### src/verilog/tx_path_map.svh
// Purpose: Register offsets, reset values, field positions and counts
// Assumes: 8-bit register port, printed offsets used directly
// Notes:   Definitions only
`ifndef TX_PATH_MAP_SVH
`define TX_PATH_MAP_SVH

// ------------------------------------------------------------
// Register offsets
// ------------------------------------------------------------
`define OFS_IDLE_ASSERT 8'h91
`define OFS_IDLE_CLEAR 8'h92
`define OFS_PHASE 8'h98
`define OFS_EYE_READ 8'h99
`define OFS_EYE_CFG 8'h9a
`define OFS_EYE_REL 8'h9b
`define OFS_PATH_CFG 8'h9c
`define OFS_EVT_STATUS 8'ha0
`define OFS_EVT_CLEAR 8'ha1
`define OFS_EVT_ENABLE 8'ha2
`define OFS_LIVE_STATUS 8'ha3

// ------------------------------------------------------------
// Reset values
// ------------------------------------------------------------
`define RST_IDLE_ASSERT 8'h00
`define RST_IDLE_CLEAR 8'h00
`define RST_PHASE 7'h00
`define RST_EYE_CFG 8'h05
`define RST_EYE_REL 6'h08
`define RST_PATH_CFG 7'h00
`define RST_EVT_ENABLE 4'h0

// ------------------------------------------------------------
// Fields of the path configuration register
// ------------------------------------------------------------
`define PATH_INVERT 6
`define PATH_CLK_SUB 5
`define PATH_MUTE_LOL 4
`define PATH_MUTE_LOS 3
`define PATH_MUTE_ALL 2
`define PATH_AUTO_RECOVER 1
`define PATH_MANUAL_CLEAR 0

// Assert level sits in bits 7:2 of the eye-quality config
`define EYE_LVL_MSB 7
`define EYE_LVL_LSB 2

// Event bits of status, clear and enable
`define EVT_IDLE_SET 0
`define EVT_IDLE_REL 1
`define EVT_EYE_SET 2
`define EVT_FIFO_ERR 3
`define EVT_N 4

// Cycles until every synchroniser stage holds a sampled pin value
`define PIN_SETTLE 3'h4

// ------------------------------------------------------------
// Idle-line detector arithmetic
// ------------------------------------------------------------
`define IDLE_ASSERT_MUL 5
`define IDLE_ASSERT_ADD 2
`define IDLE_CLEAR_MUL 16
`define IDLE_CLEAR_ADD 1

`endif

### src/verilog/tx_path_pkg.sv
// Purpose: Shared types of the transmit monitor and path block
// Assumes: Offsets and counts come from tx_path_map.svh
// Notes:   Types only
package tx_path_pkg;
   typedef logic [7:0] reg_byte_type;
   typedef enum logic {IDLE_LINE_OK, IDLE_LINE_ALARM} idle_state_type;
endpackage : tx_path_pkg

### src/verilog/tx_signal_monitor_path_cfg.sv
// Purpose: Transmit control/status registers, idle-line and eye monitors,
//          output data path steering
// Assumes: One clock, one recovered data bit per cycle on tx_data_i
// Notes:   Analog pins pass a three-stage synchroniser
//
// Functional notes
// - Idle alarm releases after clear*16+1 busy blocks
// - Phase offset is 7-bit two's complement
// - Eye reading is 6-bit magnitude, 0 smallest
// - Assert level in config bits 7:2, default 1
// - Eye alarm releases at release level, default 8
// - Polarity bit inverts serial output
// - Clock substitute bit sends clock on loss
// - Mute output on lock loss when enabled
// - Mute output on signal loss when enabled
// - Forced mute squelches output unconditionally
// - Auto recover clears FIFO on error
// - Manual clear bit holds FIFO cleared
// - Eye flag below threshold; lock loss forces zero
// - Idle alarm after (assert*5+2)*1024 identical bits
`include "tx_path_map.svh"

module tx_signal_monitor_path_cfg
   import tx_path_pkg::*;
#(
   parameter int BLOCK_BITS = 1024,
   parameter int RUN_W = 24,
   parameter int GOOD_W = 13
) (
   // Clock and reset
   input wire logic clk_i,
   input wire logic rst_i,
   // Register port
   input wire logic [7:0] addr_i,
   input wire logic [7:0] wdata_i,
   input wire logic wr_i,
   input wire logic rd_i,
   output logic [7:0] rdata_o,
   // Recovered data and FIFO status, same clock
   input wire logic tx_data_i,
   input wire logic fifo_error_i,
   // Analog monitors, asynchronous
   input wire logic signal_loss_i,
   input wire logic lock_loss_i,
   input wire logic [5:0] eye_opening_i,
   // Output path
   output logic tx_serial_out_o,
   output logic clock_substitute_o,
   output logic buffer_clear_o,
   output logic [6:0] tx_phase_offset_o,
   // Alarms and interrupt
   output logic digital_idle_alarm_o,
   output logic eye_quality_loss_flag_o,
   output logic irq_o
);

   localparam int BLK_W = $clog2(BLOCK_BITS);
   localparam int PIN_N = 8;

   // ------------------------------------------------------------
   // Registers
   // ------------------------------------------------------------
   reg_byte_type idle_assert_q;
   reg_byte_type idle_clear_q;
   logic [6:0] phase_q;
   reg_byte_type eye_cfg_q;
   logic [5:0] eye_rel_q;
   logic [6:0] path_q;
   logic [`EVT_N-1:0] evt_status_q;
   logic [`EVT_N-1:0] evt_enable_q;
   logic [`EVT_N-1:0] evt_set;
   logic [`EVT_N-1:0] evt_clr;
   reg_byte_type rdata_q;

   // Synchronised pins
   logic [PIN_N-1:0] pin_raw;
   logic [PIN_N-1:0] pin_s1_q;
   logic [PIN_N-1:0] pin_s2_q;
   logic [PIN_N-1:0] pin_s3_q;
   logic [PIN_N-1:0] pin_q;
   logic los_pin;
   logic lol_pin;
   logic [5:0] eye_val;
   logic [2:0] settle_q;
   logic pins_ok;

   // Idle-line detector
   idle_state_type idle_state_q;
   logic bit_prev_q;
   logic last_trigger_q;
   logic [RUN_W-1:0] run_q;
   logic [RUN_W-1:0] run_d;
   logic [RUN_W-1:0] assert_bits;
   logic [BLK_W-1:0] blk_pos_q;
   logic blk_trans_q;
   logic blk_end;
   logic blk_busy;
   logic [GOOD_W-1:0] good_q;
   logic [GOOD_W-1:0] good_d;
   logic [GOOD_W-1:0] clear_blocks;

   // Eye monitor and path
   logic eye_flag_q;
   logic [5:0] eye_assert_lvl;
   logic tx_los;
   logic mute;

   // ------------------------------------------------------------
   // Pin synchroniser
   // ------------------------------------------------------------
   assign pin_raw = {eye_opening_i, lock_loss_i, signal_loss_i};

   // First stage feeds only the second stage
   always_ff @(posedge clk_i) begin
      if (rst_i) begin
         pin_s1_q <= '0;
         pin_s2_q <= '0;
         pin_s3_q <= '0;
      end else begin
         pin_s1_q <= pin_raw;
         pin_s2_q <= pin_s1_q;
         pin_s3_q <= pin_s2_q;
      end
   end

   // A change counts only once two stages agree, filtering one-cycle glitches
   generate
      for (genvar i = 0; i < PIN_N; i++) begin : g_pin
         always_ff @(posedge clk_i) begin
            if (rst_i) begin
               pin_q[i] <= 1'b0;
            end else if (pin_s2_q[i] == pin_s3_q[i]) begin
               pin_q[i] <= pin_s3_q[i];
            end
         end
      end
   endgenerate

   assign los_pin = pin_q[0];
   assign lol_pin = pin_q[1];
   assign eye_val = pin_q[7:2];

   // Pins read zero until the stages fill; an eye reading of zero
   // would otherwise raise a false eye alarm straight after reset
   always_ff @(posedge clk_i) begin
      if (rst_i) begin
         settle_q <= '0;
      end else if (!pins_ok) begin
         settle_q <= settle_q + 3'h1;
      end
   end

   assign pins_ok = (settle_q == `PIN_SETTLE);

   // ------------------------------------------------------------
   // Register writes
   // ------------------------------------------------------------
   // Writes to read-only offsets are dropped silently
   always_ff @(posedge clk_i) begin
      if (rst_i) begin
         idle_assert_q <= `RST_IDLE_ASSERT;
         idle_clear_q <= `RST_IDLE_CLEAR;
         phase_q <= `RST_PHASE;
         eye_cfg_q <= `RST_EYE_CFG;
         eye_rel_q <= `RST_EYE_REL;
         path_q <= `RST_PATH_CFG;
         evt_enable_q <= `RST_EVT_ENABLE;
      end else if (wr_i) begin
         unique case (addr_i)
            `OFS_IDLE_ASSERT: idle_assert_q <= wdata_i;
            `OFS_IDLE_CLEAR: idle_clear_q <= wdata_i;
            `OFS_PHASE: phase_q <= wdata_i[6:0];
            `OFS_EYE_CFG: eye_cfg_q <= wdata_i; // Low bits kept as written
            `OFS_EYE_REL: eye_rel_q <= wdata_i[5:0];
            `OFS_PATH_CFG: path_q <= wdata_i[6:0];
            `OFS_EVT_ENABLE: evt_enable_q <= wdata_i[`EVT_N-1:0];
            default: ;
         endcase
      end
   end

   // ------------------------------------------------------------
   // Register reads
   // ------------------------------------------------------------
   // Data stands in the cycle after the strobe only
   always_ff @(posedge clk_i) begin
      if (rst_i) begin
         rdata_q <= 8'h00;
      end else if (rd_i) begin
         unique case (addr_i)
            `OFS_IDLE_ASSERT: rdata_q <= idle_assert_q;
            `OFS_IDLE_CLEAR: rdata_q <= idle_clear_q;
            `OFS_PHASE: rdata_q <= {1'b0, phase_q};
            `OFS_EYE_READ: rdata_q <= {2'b00, eye_val};
            `OFS_EYE_CFG: rdata_q <= eye_cfg_q;
            `OFS_EYE_REL: rdata_q <= {2'b00, eye_rel_q};
            `OFS_PATH_CFG: rdata_q <= {1'b0, path_q};
            `OFS_EVT_STATUS: rdata_q <= {{(8-`EVT_N){1'b0}}, evt_status_q};
            `OFS_EVT_ENABLE: rdata_q <= {{(8-`EVT_N){1'b0}}, evt_enable_q};
            `OFS_LIVE_STATUS: rdata_q <= {4'h0, last_trigger_q, eye_flag_q,
                                          idle_state_q == IDLE_LINE_ALARM, tx_los};
            default: rdata_q <= 8'h00;
         endcase
      end else begin
         rdata_q <= 8'h00;
      end
   end

   assign rdata_o = rdata_q;

   // ------------------------------------------------------------
   // Idle-line detector
   // ------------------------------------------------------------
   // Thresholds in bits and blocks, widened before the multiply
   assign assert_bits = (RUN_W'(idle_assert_q) * RUN_W'(`IDLE_ASSERT_MUL)
                         + RUN_W'(`IDLE_ASSERT_ADD)) * RUN_W'(BLOCK_BITS);
   assign clear_blocks = GOOD_W'(idle_clear_q) * GOOD_W'(`IDLE_CLEAR_MUL)
                         + GOOD_W'(`IDLE_CLEAR_ADD);

   // Run length saturates so a long dead line cannot wrap back to zero
   always_comb begin
      if (tx_data_i != bit_prev_q) begin
         run_d = RUN_W'(1);
      end else if (&run_q) begin
         run_d = run_q;
      end else begin
         run_d = run_q + RUN_W'(1);
      end
   end

   assign blk_end = (blk_pos_q == BLK_W'(BLOCK_BITS - 1));
   assign blk_busy = blk_trans_q | (tx_data_i != bit_prev_q);

   // A block with no transition restarts the release count
   always_comb begin
      if (!blk_busy) begin
         good_d = '0;
      end else if (&good_q) begin
         good_d = good_q;
      end else begin
         good_d = good_q + GOOD_W'(1);
      end
   end

   // Bit history, run length and block position
   always_ff @(posedge clk_i) begin
      if (rst_i) begin
         bit_prev_q <= 1'b0;
         run_q <= '0;
         blk_pos_q <= '0;
         blk_trans_q <= 1'b0;
      end else begin
         bit_prev_q <= tx_data_i;
         run_q <= run_d;
         blk_pos_q <= blk_end ? '0 : blk_pos_q + BLK_W'(1);
         blk_trans_q <= blk_end ? 1'b0 : blk_busy;
      end
   end

   // Block count only matters while the alarm stands
   always_ff @(posedge clk_i) begin
      if (rst_i) begin
         good_q <= '0;
      end else if (idle_state_q == IDLE_LINE_OK) begin
         good_q <= '0;
      end else if (blk_end) begin
         good_q <= good_d;
      end
   end

   // Alarm state and the bit value that triggered it
   always_ff @(posedge clk_i) begin
      if (rst_i) begin
         idle_state_q <= IDLE_LINE_OK;
         last_trigger_q <= 1'b0;
      end else begin
         unique case (idle_state_q)
            IDLE_LINE_OK: begin
               if (run_d >= assert_bits) begin
                  idle_state_q <= IDLE_LINE_ALARM;
                  last_trigger_q <= tx_data_i;
               end
            end
            IDLE_LINE_ALARM: begin
               if (blk_end && good_d >= clear_blocks) begin
                  idle_state_q <= IDLE_LINE_OK;
               end
            end
         endcase
      end
   end

   // ------------------------------------------------------------
   // Eye-quality monitor
   // ------------------------------------------------------------
   assign eye_assert_lvl = eye_cfg_q[`EYE_LVL_MSB:`EYE_LVL_LSB];

   // Hysteresis: raised below assert level, dropped at release level
   always_ff @(posedge clk_i) begin
      if (rst_i) begin
         eye_flag_q <= 1'b0;
      end else if (!pins_ok) begin
         eye_flag_q <= 1'b0;
      end else if (lol_pin) begin
         eye_flag_q <= 1'b0;
      end else if (!eye_flag_q && eye_val < eye_assert_lvl) begin
         eye_flag_q <= 1'b1;
      end else if (eye_flag_q && eye_val >= eye_rel_q) begin
         eye_flag_q <= 1'b0;
      end
   end

   // ------------------------------------------------------------
   // Output data path
   // ------------------------------------------------------------
   assign tx_los = los_pin | (idle_state_q == IDLE_LINE_ALARM);
   assign mute = path_q[`PATH_MUTE_ALL]
                 | (path_q[`PATH_MUTE_LOL] & lol_pin)
                 | (path_q[`PATH_MUTE_LOS] & tx_los);

   // Mute beats clock substitution, so a squelched line stays quiet
   always_ff @(posedge clk_i) begin
      if (rst_i) begin
         tx_serial_out_o <= 1'b0;
         clock_substitute_o <= 1'b0;
      end else begin
         tx_serial_out_o <= mute ? 1'b0 : tx_data_i ^ path_q[`PATH_INVERT];
         clock_substitute_o <= !mute && path_q[`PATH_CLK_SUB] && tx_los;
      end
   end

   // Auto clear lasts one cycle per error, manual clear holds
   always_ff @(posedge clk_i) begin
      if (rst_i) begin
         buffer_clear_o <= 1'b0;
      end else begin
         buffer_clear_o <= path_q[`PATH_MANUAL_CLEAR]
                           | (path_q[`PATH_AUTO_RECOVER] & fifo_error_i);
      end
   end

   // Signed offset passed on unchanged for the phase interpolator
   always_ff @(posedge clk_i) begin
      if (rst_i) begin
         tx_phase_offset_o <= `RST_PHASE;
      end else begin
         tx_phase_offset_o <= phase_q;
      end
   end

   assign digital_idle_alarm_o = (idle_state_q == IDLE_LINE_ALARM);
   assign eye_quality_loss_flag_o = eye_flag_q;

   // ------------------------------------------------------------
   // Events and interrupt
   // ------------------------------------------------------------
   assign evt_set[`EVT_IDLE_SET] = (idle_state_q == IDLE_LINE_OK) && (run_d >= assert_bits);
   assign evt_set[`EVT_IDLE_REL] = (idle_state_q == IDLE_LINE_ALARM) && blk_end
                                   && (good_d >= clear_blocks);
   assign evt_set[`EVT_EYE_SET] = pins_ok && !lol_pin && !eye_flag_q
                                  && (eye_val < eye_assert_lvl);
   assign evt_set[`EVT_FIFO_ERR] = fifo_error_i;
   assign evt_clr = (wr_i && addr_i == `OFS_EVT_CLEAR) ? wdata_i[`EVT_N-1:0] : '0;

   // A new event in the clearing cycle survives the clear
   always_ff @(posedge clk_i) begin
      if (rst_i) begin
         evt_status_q <= '0;
      end else begin
         evt_status_q <= (evt_status_q & ~evt_clr) | evt_set;
      end
   end

   assign irq_o = |(evt_status_q & evt_enable_q);

endmodule : tx_signal_monitor_path_cfg

### config.mk
export PLATFORM = sky130hd
export DESIGN_NAME = tx_signal_monitor_path_cfg
export DESIGN_NICKNAME = d
export VERILOG_FILES = /design/src/verilog/tx_path_pkg.sv /design/src/verilog/tx_signal_monitor_path_cfg.sv
export VERILOG_INCLUDE_DIRS = /design/src /design/src/verilog
export SDC_FILE = /design/constraint.sdc
export NUM_CORES = 1
export LEC_CHECK = 0
export BUFFER_PORTS_ARGS = -buffer_cell sky130_fd_sc_hd__buf_4
export CORE_UTILIZATION = 40
export DETAILED_ROUTE_END_ITERATION = 8
export MAX_ROUTING_LAYER = met4
export SLEW_MARGIN = 20
export SYNTH_ARGS = -nofsm -noshare
export SYNTH_HDL_FRONTEND = slang
export SYNTH_SLANG_ARGS = --single-unit
### constraint.sdc
create_clock -name clk_i -period 4.45 [get_ports clk_i]
set_input_delay 0.445 -clock clk_i [delete_from_list [all_inputs] [get_ports clk_i]]
set_output_delay 0.445 -clock clk_i [all_outputs]
set_load 0.05 [all_outputs]
# == Word-level counts from Yosys, hierarchy flattened ==
# Index checks and enable logic that the tools add are counted.
# Widths: inputs -> output; s select.
# op_classes
eq_ne,22
magnitude_cmp,4
n_mul,1
add_sub_neg,6
bitwise,16
n_mux,11
reduce_logical,32
# ops
operator,count
$eq 8x8->1 const B,11
$pmux 8 s10,1
$mux 24,2
$mux 13,2
$add 24x1->24 const B,1
$ge 24x22->1,1
$reduce_and 24->1,1
$reduce_and 2->1,8
$add 12x1->13 const B,1
$add 13x1->13 const B,1
$ge 13x13->1,1
$reduce_and 13->1,1
$add 11x2->12 const B,1
$logic_and 1x1->1,12
$mul 8x3->11 const B,1
$add 10x1->10 const B,1
$eq 10x10->1 const B,1
$and 4x4->4,2
$eq 1x1->1,8
$reduce_or 2->1,4
$ge 6x6->1,1
$lt 6x6->1,1
$or 1x1->1,5
$mux 1,4
14 further kinds,20
# word_totals
wordCells,125
inputBits,30
output_inout_bits,21
reg_bits,157

# == Longest topological paths before layout ==
# depth
depth_word,7
ltp_mapped,19
ltp_nobuf,19

# == Worst setup path before layout ==
# Ideal clock, no wire load.
# synth_path
path_kind,flip-flop to flip-flop
startpoint,register idle_assert_q[1]
endpoint,register last_trigger_q
required_ps,4335
t_arrival_ps,3462
n_path_buf,0
period_less_slack_ps,3577
path_slack_ps,873
path_stages_with_launch,16
setup_time_ps,115
cell_sequence,dfxtp_1 -> ha_1 -> ha_1 -> o211a_1 -> o21a_1 -> o21a_1 -> or2_2 -> ha_1 -> nand4_1 -> nor3_1 -> and3_1 -> a32oi_1 -> or4_1 -> o2111ai_1 -> nand2_1 -> a31o_1
# synth_via
elab_chain_len,4
# synth_lines
item,line_no,rtl
"start, declared",tx_signal_monitor_path_cfg.sv:63,reg_byte_type idle_assert_q;
"start signal, assigned",tx_signal_monitor_path_cfg.sv:161,idle_assert_q <= `RST_IDLE_ASSERT;
"start signal, assigned",tx_signal_monitor_path_cfg.sv:170,`OFS_IDLE_ASSERT: idle_assert_q <= wdata_i;
$mul 8x3->11,tx_signal_monitor_path_cfg.sv:215,assign assert_bits = (RUN_W'(idle_assert_q) * RUN_W'(`IDLE_ASSERT_MUL)
$add 11x2->12,tx_signal_monitor_path_cfg.sv:215,
$ge 24x22->1,tx_signal_monitor_path_cfg.sv:279,if (run_d >= assert_bits) begin
$reduce_and 2->1 (no source line),--,
"end signal, assigned",tx_signal_monitor_path_cfg.sv:281,last_trigger_q <= tx_data_i;
"end, declared",tx_signal_monitor_path_cfg.sv:90,logic last_trigger_q;
# No other way between the ends.
# A chain may end at the register's enable or synchronous reset.

# == Worst setup path in the final report ==
# layout_path
startpoint,register run_q[0]
endpoint,register last_trigger_q
# layout_via
elab_chain_len,5
elab_cells_between_ends,6
cone_classes,add/sub (1); order compare (1); mux (2); reduce/logical (2)
# layout_lines
item,line_no,rtl
"start, declared",tx_signal_monitor_path_cfg.sv:91,logic [RUN_W-1:0] run_q;
"start signal, assigned",tx_signal_monitor_path_cfg.sv:254,run_q <= run_d;
$add 24x1->24 / $reduce_and 24->1 (equally long branches),"tx_signal_monitor_path_cfg.sv:227, tx_signal_monitor_path_cfg.sv:224",
$mux 24 (*),tx_signal_monitor_path_cfg.sv:224,end else if (&run_q) begin
$mux 24 (*),tx_signal_monitor_path_cfg.sv:222,if (tx_data_i != bit_prev_q) begin
via run_d[12],tx_signal_monitor_path_cfg.sv:92,logic [RUN_W-1:0] run_d;
$ge 24x22->1 (*),tx_signal_monitor_path_cfg.sv:279,
$reduce_and 2->1 (no source line) (*),--,
# The timed path passes the listed nets; every way through them passes the cells marked *.

==> results.sh <==
export IMPL_status="finished, final reports clean"
export IMPL_finClkSkew_ns=0.0112
export IMPL_wirelength_um=18600
export IMPL_synthSimpleGateAreaFrac_pct=24.6
export IMPL_ys_top_cells_by_area="dfxtp_1, ha_1, nor2_1"
export IMPL_fin_nets=1033
export IMPL_antenna_found_initial=1
export IMPL_final_util_pct=47.8
export IMPL_cts_tree="done"
export IMPL_drt_iter0_drc=466
export IMPL_nFillCells=1853
export IMPL_critPathMaxFanout=8
export IMPL_hp_class="primary input to flip-flop"
export IMPL_synth_top_area_cell="dfxtp_1"
export IMPL_grt_total_usage_pct=20.1
export IMPL_rr_worst_depth=17
export IMPL_synth_compound_area_share_pct=13.3
export IMPL_place_congestion=0.914
export IMPL_cp_required_ns=4.76
export IMPL_drt_first_pass_iters=5
export IMPL_synth_top_family_by_area="simple AND/OR/NAND/NOR gates"
export IMPL_final_common_cell="dfxtp_1"
export IMPL_pwr_share_comb_pct=4.7
export IMPL_clk_latency_ns=0.43
export IMPL_finalHoldViolCount=0
export IMPL_critical_path_top_delay_family="simple AND/OR/NAND/NOR gates"
export IMPL_net_switching_power_mw=0.739
export IMPL_hpwl_um=13100
export IMPL_grt_overflow=0
export IMPL_wl_per_cell_um=15.2
export IMPL_htreeDepth=4
export IMPL_vdd_ir_drop_max_v=0.000254
export IMPL_clock_sinks=157
export IMPL_powerDensity_nw_per_um2=348
export IMPL_synthXorXnorAreaFrac_pct=4.61
export IMPL_port_buffers=50
export IMPL_netlist_instances=917
export IMPL_coreArea_um2=18900
export IMPL_timing_rr_end="last_trigger_q"
export IMPL_antennaDiodeCount=0
export IMPL_clkPwrFrac_pct=49.4
export IMPL_syn_area_um2=7780
export IMPL_synth_nets=997
export IMPL_seqCellArea_um2=3140
export IMPL_yosysWarnings=0
export IMPL_vias=6414
export IMPL_async_flop_share_pct=0
export IMPL_clockRootBuffer="clkbuf_16"
export IMPL_r2r_slack_ns=0.36
export IMPL_ys_ff_latch=157
export IMPL_tns_ns=0
export IMPL_grt_start_max_net_pins=57
export IMPL_drive_gt1_share_pct=11.9
export IMPL_clk_path_buf_depth=2
export IMPL_period_minus_slack_ns=4.09
export IMPL_grt_pass1_wl_um=30800
export IMPL_worstMarginPinSlew_ns=0.969
export IMPL_fp_dieW_um=141
export IMPL_place_inst=1194
export IMPL_r2r_start="run_q[0]"
export IMPL_design_area_um2=9030
export IMPL_via_per_inst=5.23
export IMPL_dieHeight_um=141
export IMPL_drc=0
export IMPL_area_growth_pct=16.1
export IMPL_ys_seq_area_share_pct=40.4
export IMPL_path_cells="ha_1 -> nand2_1 -> nor2_4 -> nand2_1 -> nor2_1 -> and3_2 -> xnor2_1 -> nor2_1 -> ha_1 -> nand4_1 -> nor3_2 -> and3_1 -> a32oi_1 -> or4_1 -> o2111ai_1 -> nand2_1 -> a31o_1"
export IMPL_ioPinCount=51
export IMPL_post_route_period_util_pct=91.9
export IMPL_cts_made_buffers=17
export IMPL_total_power_mw=3.14
export IMPL_dieArea_um2=20000
export IMPL_holdCritStartpoint="signal_loss_i"
export IMPL_slew_headroom_pct=35.2
export IMPL_p_leak_nw=3.62
export IMPL_hold_ws_ns=0.222
export IMPL_drv_slew=0
export IMPL_rsz0062_at_grt="false"
export IMPL_cts_clk_slew_worst_paths_ns=0.07
export IMPL_grt_pass1_vias=6003
export IMPL_min_to="pin_s1_q[0]"
export IMPL_intPower_mw=2.40
export IMPL_dominantRegCellSynth="dfxtp_1"
export IMPL_cts_hold_buffers_added=0
export IMPL_ys_types=66
export IMPL_swShare_pct=23.5
export IMPL_setup_viol=0
export IMPL_crit_top_cell="nand2_1"
export IMPL_cpPeakStageDelay_ns=0.46
export IMPL_initial_core_util_pct=41.2
export IMPL_synth_enable_flop_cells=0
export IMPL_path_class="flip-flop to flip-flop"
export IMPL_num_rows=50
export IMPL_startpoint_type="flip-flop"
export IMPL_holdPathStages=2
export IMPL_cp_slowest_cell="dfxtp_1"
export IMPL_multiInputGateArea_um2=4390
export IMPL_fmax_ghz=0.245
export IMPL_drv_cap=0
export IMPL_end_kind="flip-flop"
export IMPL_post_cts_setup_buffers=0
export IMPL_synthAdderAreaFrac_pct=8.04
export IMPL_dpl_worst_slack_ns=0.398
export IMPL_ant_nets=0
export IMPL_postSynthAreaPerCell_um2=8.49
export IMPL_seqPwrFrac_pct=45.8
export IMPL_setup_slack_ns=0.362
export IMPL_layoutNonFillerInstCount=1226
export IMPL_place_area_um2=8390
export IMPL_final_cell_mix="dfxtp_1, nor2_1, nand2_1"
export IMPL_synth_top_area_share_pct=40.4
export IMPL_crit_buf_inv=0
export IMPL_synthMuxAreaShare_pct=5.48
export IMPL_critPathArrivalTime_ns=4.40
==> cells in the mapped netlist, drive strengths merged (2+ instances only) <==
cell / number
mux2i: 37
o21a: 7
xor2: 16
mux2: 5
or2: 4
a21o: 7
inv: 30
or3: 3
and3: 17
buf: 9
a211o: 4
nor4: 4
a21oi: 67
a221oi: 2
o22ai: 8
nor3: 26
nand2: 75
ha: 50
nor4b: 2
nand4: 11
dfxtp: 157
xnor2: 25
a22oi: 18
nor2: 121
or4: 2
o211a: 2
nand3: 57
a31oi: 3
clkbuf: 32
o41ai: 2
a211oi: 3
o21ai: 33
a31o: 3
nand2b: 9
nor2b: 43
and4: 5
a32oi: 2
o2111ai: 2
==> flip-flops by register name, summed over array words and instances, names as in the netlist, 8 cells and up <==
register,count
pin_s1_q,8
blk_pos_q,10
eye_cfg_q,8
pin_s3_q,8
idle_assert_q,8
good_q,13
rdata_o,8
idle_clear_q,8
run_q,24
pin_s2_q,8
==> repair_timing <==
action,4_1_cts,5_1_grt
endpoints found under the setup margin,0,1
gates resized for setup,0,2
endpoints found under the hold margin,0,0
==> how the worst max path moves through the flow <==
stage,start,end,slack [ns],cells past startpoint
6_report,run_q[0],last_trigger_q,0.36,17
5_1_grt,run_q[0],last_trigger_q,0.07,17
4_1_cts,run_q[0],last_trigger_q,0.32,17
3_5_place_dp,run_q[0],last_trigger_q,0.40,17
3_3_place_gp,run_q[0],last_trigger_q,0.51,17
2_1_floorplan,idle_assert_q[1],last_trigger_q,0.87,15
==> layout make-up <==
cell class / instances / share of cell area [%]
Clock inverter: 14 / 2.11
Timing Repair Buffer: 58 / 4.82
Multi-Input combinational cell: 689 / 48.6
Clock buffer: 18 / 4.86
Tap cell: 260 / 3.60
Sequential cell: 157 / 34.8
Inverter: 30 / 1.25
==> logic make-up (layout without fill, tap and decap cells) <==
group | count (synthesis) | count (layout)
fa+ha+maj | 50 | 50
flops | 157 | 157
compound gates | 169 | 169
xor+xnor | 41 | 41
buf+inv | 71 | 120
simple gates | 387 | 387
mux | 42 | 42
==> layer usage <==
metal / track usage (%) / vias to the layer above / share of wire, %
met5: - / - / 0
met4: 6.73 / 0 / 1.6
met3: 3.54 / 24 / 3.5
met2: 30.5 / 132 / 45
met1: 27.1 / 2969 / 50
li1: - / 3289 / -
==> worst register-to-register path: stages, from the launching register on <==
cell and delay [ns]:
dfxtp_1 0.46, ha_1 0.31, nand2_1 0.14, nor2_4 0.21, nand2_1 0.11, nor2_1 0.25
and3_2 0.23, xnor2_1 0.13, nor2_1 0.07, ha_1 0.32, nand4_1 0.14, nor3_2 0.30
and3_1 0.22, a32oi_1 0.05, or4_1 0.41, o2111ai_1 0.26, nand2_1 0.15, a31o_1 0.23
==> power by group through the flow <==
stage | logic (mW) | registers, mW | clock network (mW)
final | 0.149 | 1.44 | 1.55
after global routing | 0.165 | 1.44 | 1.65
after CTS | 0.150 | 1.44 | 1.59
after detailed placement | 0.150 | 1.47 | 0
after global placement | 0.149 | 1.47 | 0
after floorplan | 0.0894 | 1.47 | 0
Note: power is estimated with default switching activity, not from simulation.
